==> config.mk <==
export PLATFORM = sky130hd
export DESIGN_NAME = bms_sequencer
export DESIGN_NICKNAME = d
export VERILOG_FILES = /design/src/bms_pkg.sv /design/src/bms_supply_monitor.sv /design/src/bms_wake_detect.sv /design/src/bms_sequencer.sv
export SDC_FILE = /design/constraint.sdc
export NUM_CORES = 1
export LEC_CHECK = 0
export ABC_CLOCK_PERIOD_IN_PS = 2950
export BUFFER_PORTS_ARGS = -buffer_cell sky130_fd_sc_hd__buf_2
export CORE_UTILIZATION = 51
export DETAILED_ROUTE_END_ITERATION = 12
export PLACE_DENSITY = 0.81
export SLEW_MARGIN = 40
export SYNTH_ARGS = -nofsm -noshare
export SYNTH_HDL_FRONTEND = slang
export SYNTH_HIERARCHICAL = 1
export SYNTH_SLANG_ARGS = --single-unit
==> constraint.sdc <==
create_clock -name sys_clk -period 2.95 [get_ports sys_clk]
set_clock_uncertainty 0.15 [all_clocks]
set_input_delay 0.295 -clock sys_clk [delete_from_list [all_inputs] [get_ports sys_clk]]
set_output_delay 0.295 -clock sys_clk [all_outputs]
set_load 0.1 [all_outputs]
==> src/bms_pkg.sv <==
// Shared constants and types for the battery mode sequencer
package bms_pkg;

   // ==========================================================
   // Operating modes
   typedef enum logic [1:0] {
      BMS_MISSION,                       // System power, PLL stable
      BMS_BROWNOUT,                      // Battery, MPU running
      BMS_DISPLAY,                       // Battery, display only
      BMS_SLEEP                          // Battery, deepest state
   } bms_mode_t;

   // ==========================================================
   // Timing
   localparam int unsigned CLK_MHZ     = 200;    // sys_clk rate
   localparam int unsigned SETTLE_NS   = 1000;   // Supply must stay good this long
   localparam int unsigned SETTLE_CYC  = (SETTLE_NS * CLK_MHZ + 999) / 1000;

   // ==========================================================
   // Register indices (byte address is four times the index)
   localparam logic [13:0] IDX_CLKCFG  = 14'h28b0; // Clock configuration
   localparam logic [13:0] IDX_CTRL    = 14'h28b2; // Mode requests
   localparam logic [13:0] IDX_STATUS  = 14'h28b3; // Mode and supply state
   localparam logic [13:0] IDX_WAKE    = 14'h28b4; // Sticky event causes
   localparam logic [13:0] IDX_MASK    = 14'h28b5; // Interrupt mask

   // ==========================================================
   // Field positions
   localparam int CLK_PLL_FAST_BIT     = 0;      // PLL fast/slow select
   localparam int CTRL_DISP_BIT        = 6;      // Display-only request
   localparam int CTRL_SLEEP_BIT       = 7;      // Sleep request
   localparam int STAT_MODE_LSB        = 0;      // Mode field, two bits
   localparam int STAT_GOOD_BIT        = 2;      // Supply-good flag
   localparam int STAT_LOCK_BIT        = 3;      // PLL lock
   localparam int EV_TIMER             = 0;      // Wake-up timer timeout
   localparam int EV_BUTTON            = 1;      // Pushbutton pressed
   localparam int EV_PIN_A             = 2;      // Wake pin a rising
   localparam int EV_PIN_B             = 3;      // Wake pin b rising
   localparam int EV_PIN_C             = 4;      // Wake pin c rising
   localparam int EV_SERIAL            = 5;      // Serial receive activity
   localparam int EV_OPTICAL           = 6;      // Optical receive activity
   localparam int EV_SUPPLY_LOST       = 7;      // Forced into brownout
   localparam int EV_SUPPLY_BACK       = 8;      // Returned to mission
   localparam int WAKE_W               = 7;      // Pin wake sources
   localparam int EV_W                 = 9;      // All event bits

   // ==========================================================
   // Reset values
   localparam logic       CLK_PLL_FAST_RST = 1'b1;
   localparam logic [8:0] MASK_RST         = 9'h000;

endpackage : bms_pkg

==> src/bms_supply_monitor.sv <==
// Supply comparator qualification into the supply-good flag
`timescale 1ns/1ps
module bms_supply_monitor #(
   parameter int unsigned SETTLE = bms_pkg::SETTLE_CYC
) (
   input  wire logic sys_clk,
   input  wire logic sys_rst,
   input  wire logic supply_below_threshold,
   output logic      supply_good_flag
);

   // ==========================================================
   // Settle counter
   logic [15:0] settle_reg;              // Cycles of continuous good supply

   // Counts good cycles, restarts on any dip
   always_ff @(posedge sys_clk) begin
      if (sys_rst || supply_below_threshold) begin
         settle_reg <= 16'h0000;
      end else if (settle_reg != 16'(SETTLE)) begin
         settle_reg <= settle_reg + 16'h0001;
      end
   end

   // Flag drops at once on a dip, rises only after settling
   always_ff @(posedge sys_clk) begin
      if (sys_rst) begin
         supply_good_flag <= 1'b0;
      end else if (supply_below_threshold) begin
         supply_good_flag <= 1'b0;
      end else if (settle_reg == 16'(SETTLE)) begin
         supply_good_flag <= 1'b1;
      end
   end

   a_flag_clears: assert property (@(posedge sys_clk) disable iff (sys_rst)
      supply_below_threshold |=> !supply_good_flag)
      else $error("supply flag not cleared after comparator trip");

endmodule : bms_supply_monitor

==> src/bms_wake_detect.sv <==
// Wake source edge and activity detection
`timescale 1ns/1ps
module bms_wake_detect (
   input  wire logic       sys_clk,
   input  wire logic       sys_rst,
   input  wire logic       wake_timer_expired,
   input  wire logic       pushbutton_input,
   input  wire logic       wake_pin_a,
   input  wire logic       wake_pin_b,
   input  wire logic       wake_pin_c,
   input  wire logic       serial_rx_pin,
   input  wire logic       optical_receive_pin,
   output logic [6:0]      wake_events
);

   // ==========================================================
   // Previous samples
   logic [6:0] now_w;                    // Current input levels
   logic [6:0] prev_reg;                 // Last cycle's levels

   assign now_w = {optical_receive_pin, serial_rx_pin, wake_pin_c, wake_pin_b,
                   wake_pin_a, pushbutton_input, wake_timer_expired};

   // Keeps last levels; idle receive lines rest high
   always_ff @(posedge sys_clk) begin
      if (sys_rst) begin
         prev_reg <= 7'h60;
      end else begin
         prev_reg <= now_w;
      end
   end

   // Rising edges for level sources, any edge for receive lines
   always_ff @(posedge sys_clk) begin
      if (sys_rst) begin
         wake_events <= 7'h00;
      end else begin
         wake_events[4:0] <= now_w[4:0] & ~prev_reg[4:0];
         wake_events[6:5] <= now_w[6:5] ^ prev_reg[6:5];
      end
   end

   a_pin_rise: assert property (@(posedge sys_clk) disable iff (sys_rst)
      $rose(wake_pin_a) |=> wake_events[bms_pkg::EV_PIN_A])
      else $error("wake pin edge not reported");

   a_rx_activity: assert property (@(posedge sys_clk) disable iff (sys_rst)
      $changed(optical_receive_pin) ##1 !$past(sys_rst, 2)
      |-> wake_events[bms_pkg::EV_OPTICAL])
      else $error("optical receive activity not reported");

endmodule : bms_wake_detect

==> src/bms_sequencer.sv <==
// Battery operating-mode sequencer with APB register access
//
// Register access over APB and the register addresses were chosen for this implementation.
`timescale 1ns/1ps

module bms_sequencer (
   input  wire logic        sys_clk,
   input  wire logic        sys_rst,
   // APB slave
   input  wire logic        psel,
   input  wire logic        penable,
   input  wire logic        pwrite,
   input  wire logic [15:0] paddr,
   input  wire logic [31:0] pwdata,
   output logic [31:0]      prdata,
   output logic             pready,
   output logic             pslverr,
   // Supply, clock and wake sources
   input  wire logic        supply_below_threshold,
   input  wire logic        pll_locked,
   input  wire logic        wake_timer_expired,
   input  wire logic        pushbutton_input,
   input  wire logic        wake_pin_a,
   input  wire logic        wake_pin_b,
   input  wire logic        wake_pin_c,
   input  wire logic        serial_rx_pin,
   input  wire logic        optical_receive_pin,
   // Mode and power controls
   output logic [1:0]       mode,
   output logic             system_domain_enable,
   output logic             battery_supply_select,
   output logic             pll_enable,
   output logic             pll_fast,
   output logic             mpu_run,
   output logic             display_enable,
   output logic             irq
);

   // ==========================================================
   // Declarations
   bms_pkg::bms_mode_t       mode_reg;            // Current mode
   bms_pkg::bms_mode_t       mode_next;           // Next mode
   logic                     supply_good_flag;    // Qualified supply
   logic [6:0]               wake_events;         // Pin wake pulses
   logic                     disp_req_reg;        // Display-only request
   logic                     sleep_req_reg;       // Sleep request
   logic                     pll_fast_reg;        // PLL speed select
   logic [8:0]               wake_stat_reg;       // Sticky causes
   logic [8:0]               wake_stat_next;      // Sticky causes, next
   logic [8:0]               mask_reg;            // Interrupt mask
   logic [8:0]               ev_w;                // Events this cycle
   logic                     low_mode_w;          // Display or sleep
   logic                     setup_w;             // APB setup phase
   logic                     wr_w;                // APB write completes
   logic [31:0]              rd_value;            // Read mux
   logic                     mapped;              // Address decodes

   // Matches a byte address against a register index
   function automatic logic addr_is(input logic [15:0] a, input logic [13:0] idx);
      addr_is = (a == {idx, 2'b00});
   endfunction : addr_is

   // ==========================================================
   // Sub-blocks
   bms_supply_monitor u_supply (
      .sys_clk                (sys_clk),
      .sys_rst                (sys_rst),
      .supply_below_threshold (supply_below_threshold),
      .supply_good_flag       (supply_good_flag)
   );

   bms_wake_detect u_wake (
      .sys_clk             (sys_clk),
      .sys_rst             (sys_rst),
      .wake_timer_expired  (wake_timer_expired),
      .pushbutton_input    (pushbutton_input),
      .wake_pin_a          (wake_pin_a),
      .wake_pin_b          (wake_pin_b),
      .wake_pin_c          (wake_pin_c),
      .serial_rx_pin       (serial_rx_pin),
      .optical_receive_pin (optical_receive_pin),
      .wake_events         (wake_events)
   );

   // ==========================================================
   // Mode sequencing
   assign low_mode_w = (mode_reg == bms_pkg::BMS_DISPLAY) ||
                       (mode_reg == bms_pkg::BMS_SLEEP);

   // Next mode from supply, requests and wake events
   always_comb begin
      mode_next = mode_reg;
      case (mode_reg)
         bms_pkg::BMS_MISSION: begin
            if (!supply_good_flag) begin
               mode_next = bms_pkg::BMS_BROWNOUT;
            end else if (disp_req_reg) begin
               mode_next = bms_pkg::BMS_DISPLAY;
            end
         end
         bms_pkg::BMS_BROWNOUT: begin
            if (supply_good_flag && pll_locked) begin
               mode_next = bms_pkg::BMS_MISSION;
            end else if (sleep_req_reg) begin
               mode_next = bms_pkg::BMS_SLEEP;
            end else if (disp_req_reg) begin
               mode_next = bms_pkg::BMS_DISPLAY;
            end
         end
         bms_pkg::BMS_DISPLAY, bms_pkg::BMS_SLEEP: begin
            if (supply_good_flag && pll_locked) begin
               mode_next = bms_pkg::BMS_MISSION;
            end else if (|wake_events) begin
               mode_next = bms_pkg::BMS_BROWNOUT;
            end
         end
         default: begin
            mode_next = bms_pkg::BMS_BROWNOUT;
         end
      endcase
   end

   // Mode register; starts on battery until supply qualifies
   always_ff @(posedge sys_clk) begin
      if (sys_rst) begin
         mode_reg <= bms_pkg::BMS_BROWNOUT;
      end else begin
         mode_reg <= mode_next;
      end
   end

   // Power controls, registered from the next mode
   always_ff @(posedge sys_clk) begin
      if (sys_rst) begin
         system_domain_enable  <= 1'b0;
         battery_supply_select <= 1'b1;
         pll_enable            <= 1'b1;
         mpu_run               <= 1'b1;
         display_enable        <= 1'b1;
      end else begin
         system_domain_enable  <= (mode_next == bms_pkg::BMS_MISSION);
         battery_supply_select <= (mode_next != bms_pkg::BMS_MISSION);
         // PLL also runs in low modes once supply returns, to relock
         pll_enable            <= (mode_next == bms_pkg::BMS_MISSION) ||
                                  (mode_next == bms_pkg::BMS_BROWNOUT) ||
                                  supply_good_flag;
         // Reset holds it high: MPU runs in both full modes
         mpu_run               <= (mode_next == bms_pkg::BMS_MISSION) ||
                                  (mode_next == bms_pkg::BMS_BROWNOUT);
         display_enable        <= (mode_next != bms_pkg::BMS_SLEEP);
      end
   end

   assign mode     = mode_reg;
   assign pll_fast = pll_fast_reg;

   // ==========================================================
   // APB slave
   assign setup_w = psel & ~penable;
   assign wr_w    = psel & penable & pready & pwrite;

   // Address decode and read data
   always_comb begin
      rd_value = 32'h0000_0000;
      mapped   = 1'b1;
      if (addr_is(paddr, bms_pkg::IDX_CLKCFG)) begin
         rd_value[bms_pkg::CLK_PLL_FAST_BIT] = pll_fast_reg;
      end else if (addr_is(paddr, bms_pkg::IDX_CTRL)) begin
         rd_value[bms_pkg::CTRL_DISP_BIT]  = disp_req_reg;
         rd_value[bms_pkg::CTRL_SLEEP_BIT] = sleep_req_reg;
      end else if (addr_is(paddr, bms_pkg::IDX_STATUS)) begin
         rd_value[bms_pkg::STAT_MODE_LSB +: 2] = mode_reg;
         rd_value[bms_pkg::STAT_GOOD_BIT]      = supply_good_flag;
         rd_value[bms_pkg::STAT_LOCK_BIT]      = pll_locked;
      end else if (addr_is(paddr, bms_pkg::IDX_WAKE)) begin
         rd_value[8:0] = wake_stat_reg;
      end else if (addr_is(paddr, bms_pkg::IDX_MASK)) begin
         rd_value[8:0] = mask_reg;
      end else begin
         mapped = 1'b0;
      end
   end

   // One wait-free access: answer ready in the first access cycle
   always_ff @(posedge sys_clk) begin
      if (sys_rst) begin
         pready  <= 1'b0;
         pslverr <= 1'b0;
         prdata  <= 32'h0000_0000;
      end else begin
         pready  <= setup_w;
         pslverr <= setup_w & ~mapped;
         if (setup_w) begin
            prdata <= pwrite ? 32'h0000_0000 : rd_value;
         end
      end
   end

   // ==========================================================
   // Writable registers
   // Clock configuration; mode changes never touch it
   always_ff @(posedge sys_clk) begin
      if (sys_rst) begin
         pll_fast_reg <= bms_pkg::CLK_PLL_FAST_RST;
      end else if (wr_w && addr_is(paddr, bms_pkg::IDX_CLKCFG)) begin
         pll_fast_reg <= pwdata[bms_pkg::CLK_PLL_FAST_BIT];
      end
   end

   // Mode requests; consumed on entry to the requested mode
   always_ff @(posedge sys_clk) begin
      if (sys_rst) begin
         disp_req_reg  <= 1'b0;
         sleep_req_reg <= 1'b0;
      end else if (wr_w && addr_is(paddr, bms_pkg::IDX_CTRL)) begin
         disp_req_reg  <= pwdata[bms_pkg::CTRL_DISP_BIT];
         sleep_req_reg <= pwdata[bms_pkg::CTRL_SLEEP_BIT];
      end else begin
         if (mode_next == bms_pkg::BMS_DISPLAY && mode_reg != bms_pkg::BMS_DISPLAY) begin
            disp_req_reg <= 1'b0;
         end
         if (mode_next == bms_pkg::BMS_SLEEP && mode_reg != bms_pkg::BMS_SLEEP) begin
            sleep_req_reg <= 1'b0;
         end
      end
   end

   // Interrupt mask
   always_ff @(posedge sys_clk) begin
      if (sys_rst) begin
         mask_reg <= bms_pkg::MASK_RST;
      end else if (wr_w && addr_is(paddr, bms_pkg::IDX_MASK)) begin
         mask_reg <= pwdata[8:0];
      end
   end

   // ==========================================================
   // Wake cause and interrupt
   // Wake sources count only when they end a low mode
   assign ev_w[bms_pkg::WAKE_W-1:0]    = (low_mode_w && !supply_good_flag) ?
                                         wake_events : 7'h00;
   assign ev_w[bms_pkg::EV_SUPPLY_LOST] = (mode_reg == bms_pkg::BMS_MISSION) &&
                                          (mode_next == bms_pkg::BMS_BROWNOUT);
   assign ev_w[bms_pkg::EV_SUPPLY_BACK] = (mode_reg != bms_pkg::BMS_MISSION) &&
                                          (mode_next == bms_pkg::BMS_MISSION);

   // Write one clears; a new event in the same cycle wins
   always_comb begin
      wake_stat_next = wake_stat_reg;
      if (wr_w && addr_is(paddr, bms_pkg::IDX_WAKE)) begin
         wake_stat_next = wake_stat_reg & ~pwdata[8:0];
      end
      wake_stat_next = wake_stat_next | ev_w;
   end

   // Sticky causes and level interrupt
   always_ff @(posedge sys_clk) begin
      if (sys_rst) begin
         wake_stat_reg <= 9'h000;
         irq           <= 1'b0;
      end else begin
         wake_stat_reg <= wake_stat_next;
         irq           <= |(wake_stat_next & mask_reg);
      end
   end

   // ==========================================================
   // Checks
   a_forced_brownout: assert property (@(posedge sys_clk) disable iff (sys_rst)
      (mode_reg == bms_pkg::BMS_MISSION) && !supply_good_flag
      |=> (mode_reg == bms_pkg::BMS_BROWNOUT))
      else $error("mission kept without supply");

   a_mpu_runs: assert property (@(posedge sys_clk) disable iff (sys_rst)
      (mode_reg == bms_pkg::BMS_MISSION) ##1 (mode_reg == bms_pkg::BMS_BROWNOUT)
      |-> mpu_run && $past(mpu_run))
      else $error("MPU stopped across brownout entry");

   a_battery_res: assert property (@(posedge sys_clk) disable iff (sys_rst)
      (mode_reg == bms_pkg::BMS_BROWNOUT) && !$past(sys_rst)
      |-> !system_domain_enable && battery_supply_select)
      else $error("system domain live in brownout");

   a_pll_kept: assert property (@(posedge sys_clk) disable iff (sys_rst)
      (mode_reg == bms_pkg::BMS_MISSION) ##1 (mode_reg == bms_pkg::BMS_BROWNOUT)
      |-> pll_enable && $stable(pll_fast))
      else $error("PLL changed on brownout entry");

   a_supply_back: assert property (@(posedge sys_clk) disable iff (sys_rst)
      (mode_reg != bms_pkg::BMS_MISSION) && supply_good_flag && pll_locked
      |=> (mode_reg == bms_pkg::BMS_MISSION))
      else $error("no return to mission with supply");

   a_low_via_brn: assert property (@(posedge sys_clk) disable iff (sys_rst)
      (mode_reg == bms_pkg::BMS_SLEEP) && ($past(mode_reg) != bms_pkg::BMS_SLEEP)
      |-> ($past(mode_reg) == bms_pkg::BMS_BROWNOUT))
      else $error("sleep entered other than from brownout");

   a_wake_exit: assert property (@(posedge sys_clk) disable iff (sys_rst)
      low_mode_w && !supply_good_flag && (|wake_events)
      |=> (mode_reg == bms_pkg::BMS_BROWNOUT) ##0 (|wake_stat_reg))
      else $error("wake event did not reach brownout");

   a_brief_display: assert property (@(posedge sys_clk) disable iff (sys_rst)
      (mode_reg == bms_pkg::BMS_MISSION) && disp_req_reg && supply_good_flag &&
      pll_locked && !supply_below_threshold
      |=> (mode_reg == bms_pkg::BMS_DISPLAY) ##1 (mode_reg == bms_pkg::BMS_MISSION))
      else $error("display request in mission not brief");

endmodule : bms_sequencer

==> results.md <==
* DP Worst Slack at 0.4175 ns
* Max_slew headroom at 62.34%
* Synth Area in XOR/XNOR at 3.915%
* Met3 WL at 449 µm
* Die area at 0.006908 mm²
* Post-synth EDFFs at 0
* Initial drt markers at 179
* Ys async rst share at 0%
* Syn avg cell area at 9.021 µm²
* Compound-cell area share of the yosys netlist at 10.70%
* Top_reg_cell synth: dfxtp_1
* Critical path required time at 2.99 ns
* Largest family of logic cells by synthesized area: simple AND/OR/NAND/NOR gates
* Yosys reg bits at 71
* DRC viols at 0
* Ys Warns at 6
* RSZ-0062 raised after global routing: no
* Critical path buffers and inverters at 0
* TritonRoute pass-1 iters at 4
* Vias in the first global route at 2543
* Post-CTS Resized at 0
* Run status: completed
* Layout cell share with drive strength beyond 1 at 24.31%
* Final net count at 495
* CTS tree: built
* Hold Worst Slack at 0.02063 ns
* GRT Overall Usage at 20.77%
* Synth-to-layout area growth at 15.92%
* Setup violators final at 0
* Metal1 wirelength at 3.081 mm
* Row count at 29
* Final min period at 2.289 ns
* Fraction of synthesized area in multiplexers at 5.183%
* WP data arrival at 2.33 ns
* CP Cell Sequence: nand4_1 -> nor4_4 -> nand2_2 -> a221o_1 -> a211oi_2 -> a41oi_1
* Routability cong. at 0.8612
* Port Buffers at 58
* CTS HTree Levels at 3
* Number of diodes at 0
* Critical path class: flop to flop
* Fmax at 436.8 MHz
* Synth Area in Simple Gates at 29.01%
* Vias per Instance at 5.312
* Initial antenna violation count at 0
* CTS max path bufs at 2
* Root buffer cell: clkbuf_8
* Worst VDD drop at 303.5 µV
* Die width at 83.12 µm
* Hold Vio Cnt, Final at 0
* PD cells at 561.1 mW/mm²
* Leak at 1.613 nW
* HP Class: input pin to flop
* Vias after detailed routing at 2725
* Met2 WL post-DR at 3.271 mm
* Startpoint of the worst hold path: serial_rx_pin
* Slew Viols, Final at 0
* Largest net degree at the start of global routing at 31
* Final period utilization at 77.61%
* Worst Setup End Kind: flop
* WL final at 6.922 mm
* Most frequent cells in the layout: dfxtp_1, buf_2, nor2_1
* Setup crit start kind: flop
* Core outline area at 0.006350 mm²
* Top delay family on crit path: simple AND/OR/NAND/NOR gates
* Total CTS buffers at 9
* Worst Tran Pin Value at 0.5602 ns
* Post-Synth Adder-Cell Area at 0.7457%
* Mapped Cells at 372
* Worst reg2reg startpoint: pready
* CP max stage cell: nor4_4
* Largest register FFs at 16
* Chip height at 83.12 µm
* Post-synthesis sequential area ratio at 42.36%
* Final setup TNS at 0 ns
* CP max FO at 8
* Netlist cell types at 64
* CTS clk-pin slew, worst paths at 0.07 ns
* DR WL/cell at 13.49 µm
* CTS sink cnt at 71
* Worst-skew pair later-pin latency at 0.35 ns
* Final setup margin at 0.6607 ns
* Top Layer Used: met4
* Max_cap viols at 0
* I/O pin total at 105
* Post-synthesis cell area at 0.003356 mm²
* Initial core utilization at 52.85%
* Max incr delay on CP at 0.50 ns
* DP HPWL at 5.061 mm
* Post-route ant nets at 0
* Worst setup path start: pready
* First-pass GRT wire length at 11.53 mm
* Total gr overflow at 0
* Most common cell after layout, fill and taps aside: dfxtp_1
==> through the flow <==
step                      power (mW)  area [µm²]  util (%)  cells
after floorplan                1.217        3438         -    394
after global placement         1.239        3625     57.08    496
after detailed placement       1.242        3625     57.08    496
after CTS                      2.203        3890     61.26    513
after global routing           2.262        3890     61.26    513
final                          2.183        3890     61.26    513
==> area by class of cell <==
class	count	area, µm²
flip-flops and latches	71	1421
clock inverters	5	103.9
repair buffers	62	322.8
clock buffers	11	151.4
multi-input cells	275	1749
fillers	570	2460
inverters	12	45.04
well taps	77	96.34
==> where the power goes <==
group          switching, mW  internal [mW]  leakage [nW]
clock network          0.354          0.608         0.130
registers            0.00893          0.972         0.576
logic                  0.193         0.0464         0.907
==> cells by family (layout without fill, tap and decap cells) <==
group                    after synthesis  in the layout
other                                  1             23
AO/OA/AOI/OAI                         51             51
flip-flops                            71             71
multiplexers                          17             17
XOR/XNOR                              15             15
adder cells (fa/ha/maj)                2              2
buffers and inverters                 48             90
AND/OR/NAND/NOR                      167            167
==> routing by layer <==
metal  GRT usage [%]  vias up
met2           33.38       91
met5               0        -
met4           8.150        0
li1                -     1370
met3           6.163       13
met1           26.15     1251
==> final timing paths <==
| kind | end | slack, ns | depth (start not counted) |
|---|---|---|---|
| setup / recovery | irq | 0.66 | 6 |
| hold / removal | u_wake/prev_reg[5] | 0.02 | 2 |
| setup reg to reg | irq | 0.66 | 6 |
| hold reg to reg | u_wake/wake_events[3] | 0.28 | 1 |
==> what timing repair did <==
action,4_1_cts,5_1_grt
setup buffers,0,0
endpoints found under the hold margin,1,0
hold buffers,1,0
setup endpoints to repair,0,0
==> synth_stat cells (3+ instances only) <==
cell / count / area, µm²
o21ai_1: 6 / 30.03
nand2b_1: 4 / 25.02
nor4_1: 8 / 50.05
nand2_1: 28 / 105.1
nand4_1: 5 / 31.28
and2_1: 5 / 31.28
nor3_1: 7 / 35.03
or2_2: 5 / 31.28
or4_1: 4 / 30.03
buf_4: 23 / 172.7
mux2i_1: 14 / 140.1
o22ai_1: 3 / 18.77
xnor2_1: 9 / 78.83
o21ai_0: 3 / 15.01
mux2_2: 3 / 33.78
nor2b_4: 5 / 68.82
xor2_1: 6 / 52.55
a21oi_1: 14 / 70.07
nor2b_1: 8 / 50.05
nor2b_2: 5 / 43.79
inv_1: 12 / 45.04
nor2_1: 45 / 168.9
clkbuf_1: 10 / 37.54
nand3_1: 16 / 80.08
dfxtp_1: 71 / 1421
No activity file was read; power rests on OpenSTA's default activity.
